## config.mk

```make
export PLATFORM = sky130hd
export DESIGN_NAME = sct_elapsed_counter
export DESIGN_NICKNAME = d
export VERILOG_FILES = /design/src/include/sct_pkg.sv /design/src/design/sct_prescaler.sv /design/src/design/sct_elapsed_counter.sv
export SDC_FILE = /design/constraint.sdc
export NUM_CORES = 1
export LEC_CHECK = 0
export ABC_AREA = 1
export BUFFER_PORTS_ARGS = -buffer_cell sky130_fd_sc_hd__buf_4
export CAP_MARGIN = 20
export CORE_UTILIZATION = 45
export CTS_BUF_LIST = sky130_fd_sc_hd__clkbuf_4
export CTS_CLUSTER_DIAMETER = 80
export DETAILED_ROUTE_END_ITERATION = 8
export PLACE_DENSITY = 0.67
export SLEW_MARGIN = 15
export SYNTH_ARGS = -nofsm -noshare
export SYNTH_HDL_FRONTEND = slang
export SYNTH_SLANG_ARGS = --single-unit
```

## constraint.sdc

```tcl
create_clock -name core_clk -period 2.5 [get_ports core_clk]
set_input_delay 0.25 -clock core_clk [delete_from_list [all_inputs] [get_ports core_clk]]
set_output_delay 0.25 -clock core_clk [all_outputs]
set_load 0.005 [all_outputs]
```

## src/include/sct_pkg.sv

```systemverilog
// Constants, field layout and types shared by the elapsed-time counter
package sct_pkg;

  // ------------------------------------------------------------------
  // Widths
  // ------------------------------------------------------------------
  localparam int unsigned ADDR_W = 8;
  localparam int unsigned DATA_W = 32;
  localparam int unsigned PRES_W = 16;
  localparam int unsigned FLAG_W = 2;

  // ------------------------------------------------------------------
  // Register byte offsets
  // ------------------------------------------------------------------
  localparam logic [ADDR_W-1:0] OFF_MODE = 8'h00;
  localparam logic [ADDR_W-1:0] OFF_ALARM = 8'h04;
  localparam logic [ADDR_W-1:0] OFF_VALUE = 8'h08;
  localparam logic [ADDR_W-1:0] OFF_STATUS = 8'h0C;

  // ------------------------------------------------------------------
  // Reset values
  // ------------------------------------------------------------------
  localparam logic [DATA_W-1:0] MODE_RESET = 32'h0000_8000;
  localparam logic [DATA_W-1:0] ALARM_RESET = 32'hFFFF_FFFF;
  localparam logic [DATA_W-1:0] VALUE_RESET = 32'h0000_0000;
  localparam logic [FLAG_W-1:0] STATUS_RESET = 2'h0;
  localparam logic [PRES_W-1:0] PRES_RESET = MODE_RESET[PRES_W-1:0];

  // ------------------------------------------------------------------
  // Field positions
  // ------------------------------------------------------------------
  localparam int unsigned PRES_LSB = 0;
  localparam int unsigned ALM_IEN_BIT = 16;
  localparam int unsigned INC_IEN_BIT = 17;
  localparam int unsigned RESTART_BIT = 18;
  localparam int unsigned ST_ALARM_BIT = 0;
  localparam int unsigned ST_INC_BIT = 1;

  // ------------------------------------------------------------------
  // Arithmetic constants
  // ------------------------------------------------------------------
  localparam logic [PRES_W-1:0] PRES_ONE = 16'h0001;
  localparam logic [DATA_W-1:0] COUNT_ONE = 32'h0000_0001;

  // ------------------------------------------------------------------
  // Delayed-action tracker: waits two slow clock edges
  // ------------------------------------------------------------------
  typedef enum logic [1:0] {
    SCT_W_IDLE,
    SCT_W_FIRST,
    SCT_W_SECOND
  } sct_wait_e;

endpackage

```

## src/design/sct_prescaler.sv

```systemverilog
// Programmable slow clock divider producing the counter advance pulse
`timescale 1ns/10ps

module sct_prescaler
(
  input wire logic core_clk,
  input wire logic rst_n,
  input wire logic slow_tick,
  input wire logic reload,
  input wire logic [sct_pkg::PRES_W-1:0] prescale_value,
  output logic inc_tick
);
  import sct_pkg::*;

  // ------------------------------------------------------------------
  // State
  // ------------------------------------------------------------------
  logic [PRES_W-1:0] period_q;
  logic [PRES_W-1:0] period_d;
  logic [PRES_W-1:0] div_q;
  logic [PRES_W-1:0] div_d;
  logic tick_q;
  logic tick_d;
  logic [PRES_W-1:0] terminal;

  // Period is latched only on reload, so a mode write alone never
  // disturbs a running division
  always_comb
  begin
    terminal = period_q - PRES_ONE; // Zero wraps to 65535: 2^16 period
    period_d = period_q;
    div_d = div_q;
    tick_d = 1'b0;
    if (reload)
    begin
      period_d = prescale_value; // Restart with the new setting
      div_d = '0;
    end
    else if (slow_tick)
    begin
      if (div_q == terminal)
      begin
        div_d = '0;
        tick_d = 1'b1; // One advance per N slow periods
      end
      else
      begin
        div_d = div_q + PRES_ONE;
      end
    end
  end

  // Divider registers
  always_ff @(posedge core_clk or negedge rst_n)
  begin
    if (!rst_n)
    begin
      period_q <= PRES_RESET;
      div_q <= '0;
      tick_q <= 1'b0;
    end
    else
    begin
      period_q <= period_d;
      div_q <= div_d;
      tick_q <= tick_d;
    end
  end

  assign inc_tick = tick_q;

endmodule // sct_prescaler

```

## src/design/sct_elapsed_counter.sv

```systemverilog
// Elapsed-time counter: register port, counter, alarm and interrupt
//
// Our own choice: the plain strobed port.
`timescale 1ns/10ps

// What this block does
// - Reset: mode 0x8000, alarm all ones, value and status zero.
// - Prescale zero advances the counter every 65536 slow periods.
// - Nonzero prescale N advances the counter every N slow periods.
// - Mode bit 16 lets the alarm flag raise the interrupt.
// - Mode bit 17 lets the increment flag raise the interrupt.
// - Mode bit 18 written one reloads the divider, clears the counter.
// - Alarm fires when the counter reaches alarm value plus one.
// - Value register read returns the count with no side effect.
// - Alarm flag, status bit 0, stays set until status is read.
// - Increment flag, status bit 1, set on each advance until read.
// - A status read clears both flags.
// - Restart and flag clear act two slow clock edges after access.
// - The 32-bit counter counts up and wraps to zero.

module sct_elapsed_counter
(
  input wire logic core_clk,
  input wire logic rst_n,
  input wire logic slow_clk_in,
  input wire logic [sct_pkg::ADDR_W-1:0] reg_addr,
  input wire logic [sct_pkg::DATA_W-1:0] reg_wdata,
  input wire logic reg_wr,
  input wire logic reg_rd,
  output logic [sct_pkg::DATA_W-1:0] reg_rdata,
  output logic irq
);
  import sct_pkg::*;

  // ------------------------------------------------------------------
  // Declarations
  // ------------------------------------------------------------------
  logic slow_prev_q;
  logic slow_prev_d;
  logic slow_tick;

  sct_wait_e restart_wait_q;
  sct_wait_e restart_wait_d;
  sct_wait_e clear_wait_q;
  sct_wait_e clear_wait_d;
  logic restart_req;
  logic clear_req;
  logic restart_fire;
  logic clear_fire;

  logic [PRES_W-1:0] prescale_value_q;
  logic [PRES_W-1:0] prescale_value_d;
  logic alarm_irq_enable_q;
  logic alarm_irq_enable_d;
  logic increment_irq_enable_q;
  logic increment_irq_enable_d;
  logic [DATA_W-1:0] alarm_value_q;
  logic [DATA_W-1:0] alarm_value_d;
  logic [DATA_W-1:0] rdata_q;
  logic [DATA_W-1:0] rdata_d;

  logic [DATA_W-1:0] current_count_q;
  logic [DATA_W-1:0] current_count_d;
  logic [FLAG_W-1:0] status_q;
  logic [FLAG_W-1:0] status_d;
  logic [DATA_W-1:0] count_next;
  logic [DATA_W-1:0] alarm_target;
  logic alarm_hit;
  logic advance;
  logic inc_tick;
  logic wr_mode;
  logic wr_alarm;
  logic [FLAG_W-1:0] irq_enable;

  // ------------------------------------------------------------------
  // Two-edge wait tracker
  // ------------------------------------------------------------------

  // A fresh request restarts the wait; the action falls on the second
  // slow edge seen after the last request
  function automatic sct_wait_e wait_next(
    input sct_wait_e cur,
    input logic start,
    input logic tick
  );
    sct_wait_e nxt;
    nxt = cur;
    if (start)
    begin
      nxt = SCT_W_FIRST;
    end
    else if (tick)
    begin
      unique case (cur)
        SCT_W_IDLE: nxt = SCT_W_IDLE;
        SCT_W_FIRST: nxt = SCT_W_SECOND;
        SCT_W_SECOND: nxt = SCT_W_IDLE;
        default: nxt = SCT_W_IDLE;
      endcase
    end
    return nxt;
  endfunction

  // ------------------------------------------------------------------
  // Access decode
  // ------------------------------------------------------------------

  // Strobes are one cycle and never overlap, so plain decode suffices
  assign wr_mode = reg_wr && (reg_addr == OFF_MODE);
  assign wr_alarm = reg_wr && (reg_addr == OFF_ALARM);
  assign restart_req = wr_mode && reg_wdata[RESTART_BIT];
  assign clear_req = reg_rd && (reg_addr == OFF_STATUS);

  // ------------------------------------------------------------------
  // Slow clock edge and delayed actions
  // ------------------------------------------------------------------

  // The slow clock is sampled as an ordinary synchronous input, so the
  // count and flags live in the core clock and never tear when read
  always_comb
  begin
    slow_prev_d = slow_clk_in;
    slow_tick = slow_clk_in && !slow_prev_q;
    restart_wait_d = wait_next(restart_wait_q, restart_req, slow_tick);
    clear_wait_d = wait_next(clear_wait_q, clear_req, slow_tick);
    // Fire on the second slow edge after the access
    restart_fire = (restart_wait_q == SCT_W_SECOND) && slow_tick
                   && !restart_req;
    clear_fire = (clear_wait_q == SCT_W_SECOND) && slow_tick
                 && !clear_req;
  end

  // Edge detector and wait trackers
  always_ff @(posedge core_clk or negedge rst_n)
  begin
    if (!rst_n)
    begin
      slow_prev_q <= 1'b0;
      restart_wait_q <= SCT_W_IDLE;
      clear_wait_q <= SCT_W_IDLE;
    end
    else
    begin
      slow_prev_q <= slow_prev_d;
      restart_wait_q <= restart_wait_d;
      clear_wait_q <= clear_wait_d;
    end
  end

  // ------------------------------------------------------------------
  // Divider
  // ------------------------------------------------------------------

  // The divider takes the prescale held at reload time, which is the
  // value written with the restart request unless rewritten meanwhile
  sct_prescaler u_prescaler
  (
    .core_clk(core_clk),
    .rst_n(rst_n),
    .slow_tick(slow_tick),
    .reload(restart_fire),
    .prescale_value(prescale_value_q),
    .inc_tick(inc_tick)
  );

  // ------------------------------------------------------------------
  // Counter, alarm and status flags
  // ------------------------------------------------------------------

  // Restart beats a pending advance; a flag set beats a clear in the
  // same cycle so no event is dropped at that instant
  always_comb
  begin
    advance = inc_tick && !restart_fire;
    count_next = current_count_q + COUNT_ONE; // Wraps past max
    alarm_target = alarm_value_q + COUNT_ONE;
    // Edge-like hit: only on the advance that lands on the target, so
    // a count parked on it does not refill the flag after a clear
    alarm_hit = advance && (count_next == alarm_target);
    current_count_d = current_count_q;
    if (restart_fire)
    begin
      current_count_d = '0;
    end
    else if (advance)
    begin
      current_count_d = count_next;
    end
    status_d = status_q;
    if (clear_fire)
    begin
      status_d = '0;
    end
    if (alarm_hit)
    begin
      status_d[ST_ALARM_BIT] = 1'b1; // Sticky until read
    end
    if (advance)
    begin
      status_d[ST_INC_BIT] = 1'b1; // Sticky until read
    end
  end

  // Counter and flag registers
  always_ff @(posedge core_clk or negedge rst_n)
  begin
    if (!rst_n)
    begin
      current_count_q <= VALUE_RESET;
      status_q <= STATUS_RESET;
    end
    else
    begin
      current_count_q <= current_count_d;
      status_q <= status_d;
    end
  end

  // ------------------------------------------------------------------
  // Registers and read data
  // ------------------------------------------------------------------

  // The restart bit is a command and is not stored; it reads as zero
  always_comb
  begin
    prescale_value_d = prescale_value_q;
    alarm_irq_enable_d = alarm_irq_enable_q;
    increment_irq_enable_d = increment_irq_enable_q;
    alarm_value_d = alarm_value_q;
    if (wr_mode)
    begin
      prescale_value_d = reg_wdata[PRES_LSB +: PRES_W];
      alarm_irq_enable_d = reg_wdata[ALM_IEN_BIT];
      increment_irq_enable_d = reg_wdata[INC_IEN_BIT];
    end
    if (wr_alarm)
    begin
      alarm_value_d = reg_wdata;
    end
    rdata_d = '0;
    if (reg_rd)
    begin
      case (reg_addr)
        OFF_MODE:
        begin
          rdata_d[PRES_LSB +: PRES_W] = prescale_value_q;
          rdata_d[ALM_IEN_BIT] = alarm_irq_enable_q;
          rdata_d[INC_IEN_BIT] = increment_irq_enable_q;
        end
        OFF_ALARM: rdata_d = alarm_value_q;
        OFF_VALUE: rdata_d = current_count_q; // No side effect
        OFF_STATUS: rdata_d[FLAG_W-1:0] = status_q;
        default: rdata_d = '0; // Unmapped reads return zero
      endcase
    end
  end

  // Software-visible registers; read data stand for one cycle only
  always_ff @(posedge core_clk or negedge rst_n)
  begin
    if (!rst_n)
    begin
      prescale_value_q <= PRES_RESET;
      alarm_irq_enable_q <= MODE_RESET[ALM_IEN_BIT];
      increment_irq_enable_q <= MODE_RESET[INC_IEN_BIT];
      alarm_value_q <= ALARM_RESET;
      rdata_q <= '0;
    end
    else
    begin
      prescale_value_q <= prescale_value_d;
      alarm_irq_enable_q <= alarm_irq_enable_d;
      increment_irq_enable_q <= increment_irq_enable_d;
      alarm_value_q <= alarm_value_d;
      rdata_q <= rdata_d;
    end
  end

  assign reg_rdata = rdata_q;

  // ------------------------------------------------------------------
  // Interrupt
  // ------------------------------------------------------------------

  // Enables line up with the status layout; a handler should drop the
  // enable, since flags linger two slow edges after the read
  always_comb
  begin
    irq_enable = '0;
    irq_enable[ST_ALARM_BIT] = alarm_irq_enable_q;
    irq_enable[ST_INC_BIT] = increment_irq_enable_q;
    irq = |(status_q & irq_enable);
  end

endmodule // sct_elapsed_counter

```

# [After elaboration in Yosys (flattened, before gate mapping)]
# Cells that the tools add are included.
[op_classes] add_sub_neg=4 eq_ne=9 mux=21 bitwise_logic=1 reduce_logical=23
[op_table] op="$mux 32" n=3
[op_table] op="$add 32x1->32 const B" n=2
[op_table] op="$mux 16" n=3
[op_table] op="$pmux 16 s3" n=1
[op_table] op="$eq 32x32->1" n=1
[op_table] op="$pmux 14 s2" n=1
[op_table] op="$add 16x1->16 const B" n=1
[op_table] op="$eq 16x16->1" n=1
[op_table] op="$eq 8x4->1 const B" n=2
[op_table] op="$sub 16x1->16 const B" n=1
[op_table] op="$mux 2" n=7
[op_table] op="$reduce_bool 2->1" n=6
[op_table] op="$logic_and 1x1->1" n=11
[op_table] op="$eq 8x3->1 const B" n=1
[op_table] op="$logic_not 8->1" n=1
[op_table] op="$pmux 2 s4" n=1
[op_table] op="$mux 1" n=5
[op_table] op="$eq 2x1->1 const B" n=2
[op_table] op="$eq 2x2->1 const B" n=2
[op_table] op="$logic_not 1->1" n=4
[op_table] op="$and 2x2->2" n=1
[op_table] op="$reduce_or 2->1" n=1
[totals] ff_bits=154 inputBits=45 output_inout_bits=33 elab_cells=72

# [Logic depth before layout (Yosys ltp)]
[depth] depth_word=9 ltp_mapped=17 depth_no_buf=17

# [Hierarchy]
# From an unflattened synthesis, not the netlist that was laid out.
[hier_totals] hier_cells=1519 area_unflattened_um2=10171.0
[by_module_without_submodules] module="sct_elapsed_counter" instances=1 cells_per_inst=1153 area_each_um2=7649.8 seq_area_each_um2=3069.2
[by_module_without_submodules] module="sct_prescaler" instances=1 cells_per_inst=366 area_each_um2=2521.2 seq_area_each_um2=827.0

# [Worst setup path after synthesis]
# No wires, ideal clock.
[synth_path] path_kind="register to register" startpoint="reg alarm_value_q[0]" endpoint="reg status_q[0]" setup_ns=0.065 arrival_time_ns=1.890 t_required_ns=2.435 slack_ns=0.545 stages_incl_launch_ff=18 path_buffers=0 period_less_slack_ns=1.955 path_cell_list="dfstp_2 -> ha_1 -> nand2_1 -> nor2_4 -> nand2_2 -> nor2_2 -> nand2_1 -> nand2_1 -> nand2_1 -> inv_1 -> nand2_1 -> nand2_1 -> nand2_1 -> nor2_1 -> nand2_1 -> nor2_1 -> nand2_1 -> nand2_1"
[synth_via] elab_chain_len=4 word_cells_on_any_way=5 classes_between="add/sub (1); eq/ne (1); mux (1); reduce/logical (2)"
[synth_lines] item="start, declared" line_no="sct_elapsed_counter.sv:57" source="logic [DATA_W-1:0] alarm_value_q;"
[synth_lines] item="start signal, assigned" line_no="sct_elapsed_counter.sv:274" source="alarm_value_q <= alarm_value_d;"
[synth_lines] item="$add 32x1->32 *" line_no="sct_elapsed_counter.sv:176" source="alarm_target = alarm_value_q + COUNT_ONE;"
[synth_lines] item="$eq 32x32->1 *" line_no="sct_elapsed_counter.sv:179" source="alarm_hit = advance && (count_next == alarm_target);"
[synth_lines] item="$logic_and 1x1->1 *" line_no="sct_elapsed_counter.sv:179"
[synth_lines] item="$mux 1 / $reduce_bool 2->1 (equally long branches)"
[synth_lines] item="end signal, assigned" line_no="sct_elapsed_counter.sv:215" source="status_q <= status_d;"
[synth_lines] item="end, declared" line_no="sct_elapsed_counter.sv:64" source="logic [FLAG_W-1:0] status_q;"
# Every way passes the cells marked *; elsewhere a longest branch is shown, timed or not.
# A chain may end at the register's enable or synchronous reset.

# [Worst setup path after layout]
[layout_path] startpoint="reg alarm_value_q[1]" endpoint="reg status_q[0]"
# The elaborated chain is that of the path after synthesis.

==> out/results.tsv <==
stage	metric	value	unit
routing	Initial DRC Count	825	
pwr	Combinational Power Share	26.1	%
worst_setup_path	r2r setup slk	0.19	ns
finish	nets@finish	1672	
placement	DP HPWL	23.62	mm
pwr	worst vdd ir	0.0003262	V
routing	WL/cell	16.27	um
timing	RSZ-0062 raised after global routing	true	
clock_tree	CTS max path bufs	2	
clock_tree	CTS Buf Count	17	
timing	final setup vio count	0	
timing	Final Skew	0.04398	ns
timing	final hold vios	0	
outcome	status	finished, final reports clean	
routing	Routed Antenna Nets	0	
timing	Final Max Slew Viols	0	
worst_setup_path	Worst EP arrival	2.84	ns
pwr	P per Cell Area	560.3	mW/mm^2
die	I/O pin count	78	
routing	Total Wirelength	31.11	mm
pwr	P_sw	2.388	mW
pwr	internal power	4.080	mW
synthesis	Post-synth EDFFs	0	
finish	Final Util	54.24	%
worst_setup_path	Worst EP required	3.03	ns
die	Die Height	150.4	um
timing	clock period minus worst slack	2.314	ns
job	max-cap violations	0	
synthesis	Seq/Total Area, Yosys	39.31	%
clock_tree	clk_lat worst skew	0.61	ns
clock_tree	clk slew on worst S/H paths	0.16	ns
worst_setup_path	r2r endpoint	status_q[0]	
die	Die Area	0.02262	mm^2
global_route	largest net degree at the start of global routing	65	
pwr	Leakage Power	5.817	nW
worst_setup_path	Critical Path Fanout Max	8	
synthesis	synth warn	0	
min_path	hold_sp	reg_rd	
finish	most frequent cells in the layout	nand2_1 (536), inv_1 (203), nor2_1 (181)	
synthesis	top_reg_cell synth	dfrtp_1	
synthesis	mapped cell area	0.009912	mm^2
global_route	gr ovfl total	0	
routing	Via Count	9900	
synthesis	synthesized net count	1557	
placement	Placer Congestion	0.9651	
timing	fin crit share	92.56	%
routing	Vias/cell	5.178	
die	core area	0.02129	mm^2
synthesis	synth unique cells	41	
timing	Max-slew headroom	46.24	%
worst_setup_path	kind of end point of the critical path	flip-flop	
finish	share of cells above drive strength 1	13.02	%
pwr	Clock power frac	27.3	%
finish	commonest non-fill, non-tap cell in the layout	nand2_1	
clock_tree	Root Buffer	clkbuf_4	
die	Die Wd	150.4	um
timing	Fmax	432.2	MHz
finish	area delta synth->final	16.47	%
global_route	initial antenna violation count	1	
clock_tree	Sinks on Clock Net	154	
global_route	Global Route Usage Sum	29.22	%
global_route	first-pass GRT wire length	49.71	mm
timing	Hold Slack	0.03318	ns
timing	Slew @ Worst Pin	0.8047	ns
die	initial cell density of the core	46.56	%
synthesis	Mapped Cells	1508	
routing	drt pass-1 iters	7	
synthesis	Synth Register Bits	154	
min_path	number of stages on the worst hold path	3	
die	FP Rows	53	
min_path	Hold Path End	reg_rdata[4]	
worst_setup_path	CP Launch Type	flip-flop	
clock_tree	CTS tree	built	
routing	Residual DRC	0	
global_route	vias in the first global route	9167	
worst_setup_path	worst r2r src	alarm_value_q[1]	
pwr	Net Sw Frac	36.92	%
clock_tree	CTS H-tree depth	4	
synthesis	fraction of registers with async set/reset	100.0	%
min_path	HP Class	in -> reg	
pwr	Flop pwr share	46.7	%
worst_setup_path	kind of critical path	reg -> reg	
synthesis	Syn Area/Cell	6.573	um^2
worst_setup_path	path depth of the worst reg2reg path	14	
placement	Buffers on Ports	77	
synth_stat cells, types with 2 or more instances:
| master | number | area (um^2) |
|---|---|---|
| inv_1 | 203 | 762.0 |
| nor2_1 | 183 | 686.9 |
| nand2_1 | 538 | 2019 |
| nor3_1 | 10 | 50.05 |
| nor3b_1 | 2 | 15.01 |
| nor4_1 | 3 | 18.77 |
| a221oi_1 | 2 | 17.52 |
| buf_1 | 2 | 7.510 |
| clkinv_1 | 2 | 7.510 |
| ha_1 | 4 | 50.05 |
| o22ai_1 | 45 | 281.5 |
| and2_1 | 3 | 18.77 |
| buf_2 | 6 | 30.03 |
| nor2_2 | 10 | 62.56 |
| nand3_1 | 87 | 435.4 |
| nand4_1 | 16 | 100.1 |
| or2_1 | 2 | 12.51 |
| buf_6 | 2 | 22.52 |
| a21oi_1 | 32 | 160.2 |
| o21ai_0 | 98 | 490.5 |
| or2_2 | 3 | 18.77 |
| nor2_4 | 11 | 123.9 |
| nor3_2 | 2 | 20.02 |
| nand2_2 | 8 | 50.05 |
| xor2_1 | 27 | 236.5 |
| dfstp_2 | 34 | 893.4 |
| clkbuf_1 | 25 | 93.84 |
| xnor2_1 | 9 | 78.83 |
| inv_2 | 5 | 18.77 |
| nand3b_1 | 2 | 15.01 |
| dfrtp_1 | 120 | 3003 |
| nand3_2 | 3 | 30.03 |
cell families after synthesis:
logic type	Yosys count	share of synthesized area, %
buffers and inverters	246	9.581
AND/OR/NAND/NOR	885	37.41
XOR/XNOR	36	3.181
flip-flops	154	39.31
adder cells (fa/ha/maj)	4	0.5049
AO/OA/AOI/OAI	183	10.01
flip-flops by register name (all words and copies together) (netlist names):
signal	count
alarm_value_q	32
current_count_q	32
reg_rdata	32
prescale_value_q	16
u_prescaler.div_q	16
u_prescaler.period_q	16
clear_wait_q	2
restart_wait_q	2
status_q	2
alarm_irq_enable_q	1
increment_irq_enable_q	1
slow_prev_q	1
u_prescaler.inc_tick	1
metrics by stage:
stage          power, mW  area [um^2]  setup TNS, ns  std cells  setup slack [ns]
5_1_grt            6.853        11540       -0.01969       1912          -0.01969
3_3_place_gp       4.650        10840              0       1844            0.1158
4_1_cts            6.463        11500              0       1910            0.1369
6_report           6.469        11540              0       1912            0.1861
3_5_place_dp       4.671        10840              0       1844           0.09797
2_1_floorplan      4.163         9912              0       1508            0.5450
power by group through the flow:
stage	clock [mW]	combinational [mW]	sequential (mW)
final	1.76	1.69	3.02
after global placement	0	1.60	3.05
after detailed placement	0	1.62	3.05
after global routing	1.87	1.93	3.05
after floorplan	0	1.22	2.95
after CTS	1.79	1.67	3.01
cell type report:
class	instances	area [um^2]
inverters	210	788.3
clock inverters	15	190.2
clock buffers	17	127.6
fillers	2158	9742
well taps	275	344.1
flip-flops and latches	154	3896
repair buffers	132	1092
multi-input cells	1108	5104
diodes	1	2.502
worst max path at each step:
stage / from / end / slack, ns / depth (start not counted)
after floorplan: alarm_value_q[0] / status_q[0] / 0.55 / 17
after global placement: reg_addr[1] / status_q[0] / 0.12 / 14
after detailed placement: reg_addr[1] / status_q[0] / 0.1 / 14
after CTS: alarm_value_q[0] / status_q[0] / 0.14 / 17
after global routing: alarm_value_q[1] / status_q[0] / -0.02 / 14
final: alarm_value_q[1] / status_q[0] / 0.19 / 14
routing by layer:
layer / global-route usage (%) / share of wire (%) / routed length (um)
met4: 9.697 / 2.1 / 646
met5: 0 / 0 / 0
met3: 4.424 / 7.3 / 2280
met1: 42.61 / 47 / 14620
met2: 43.96 / 44 / 13560
worst max-delay path, cell delays in order, from the launching register on:
cell,delay (ns)
dfstp_2,0.62
nand2_1,0.10
nor2_4,0.22
nand2_1,0.19
nor2_4,0.25
nand2_1,0.10
nand2_1,0.07
nand2_1,0.11
nand2_1,0.08
nand2_1,0.05
nor2_1,0.15
nand3_1,0.10
nor2_1,0.11
nand2_1,0.06
nand2_1,0.05
what timing repair did:
action | CTS | global route
setup buffers | 0 | 1
hold endpoints to repair | 100 | 0
gates resized for setup | 0 | 9
setup endpoints to repair | 0 | 4
hold buffers | 34 | 0
No activity file was read; power rests on OpenSTA's default activity.
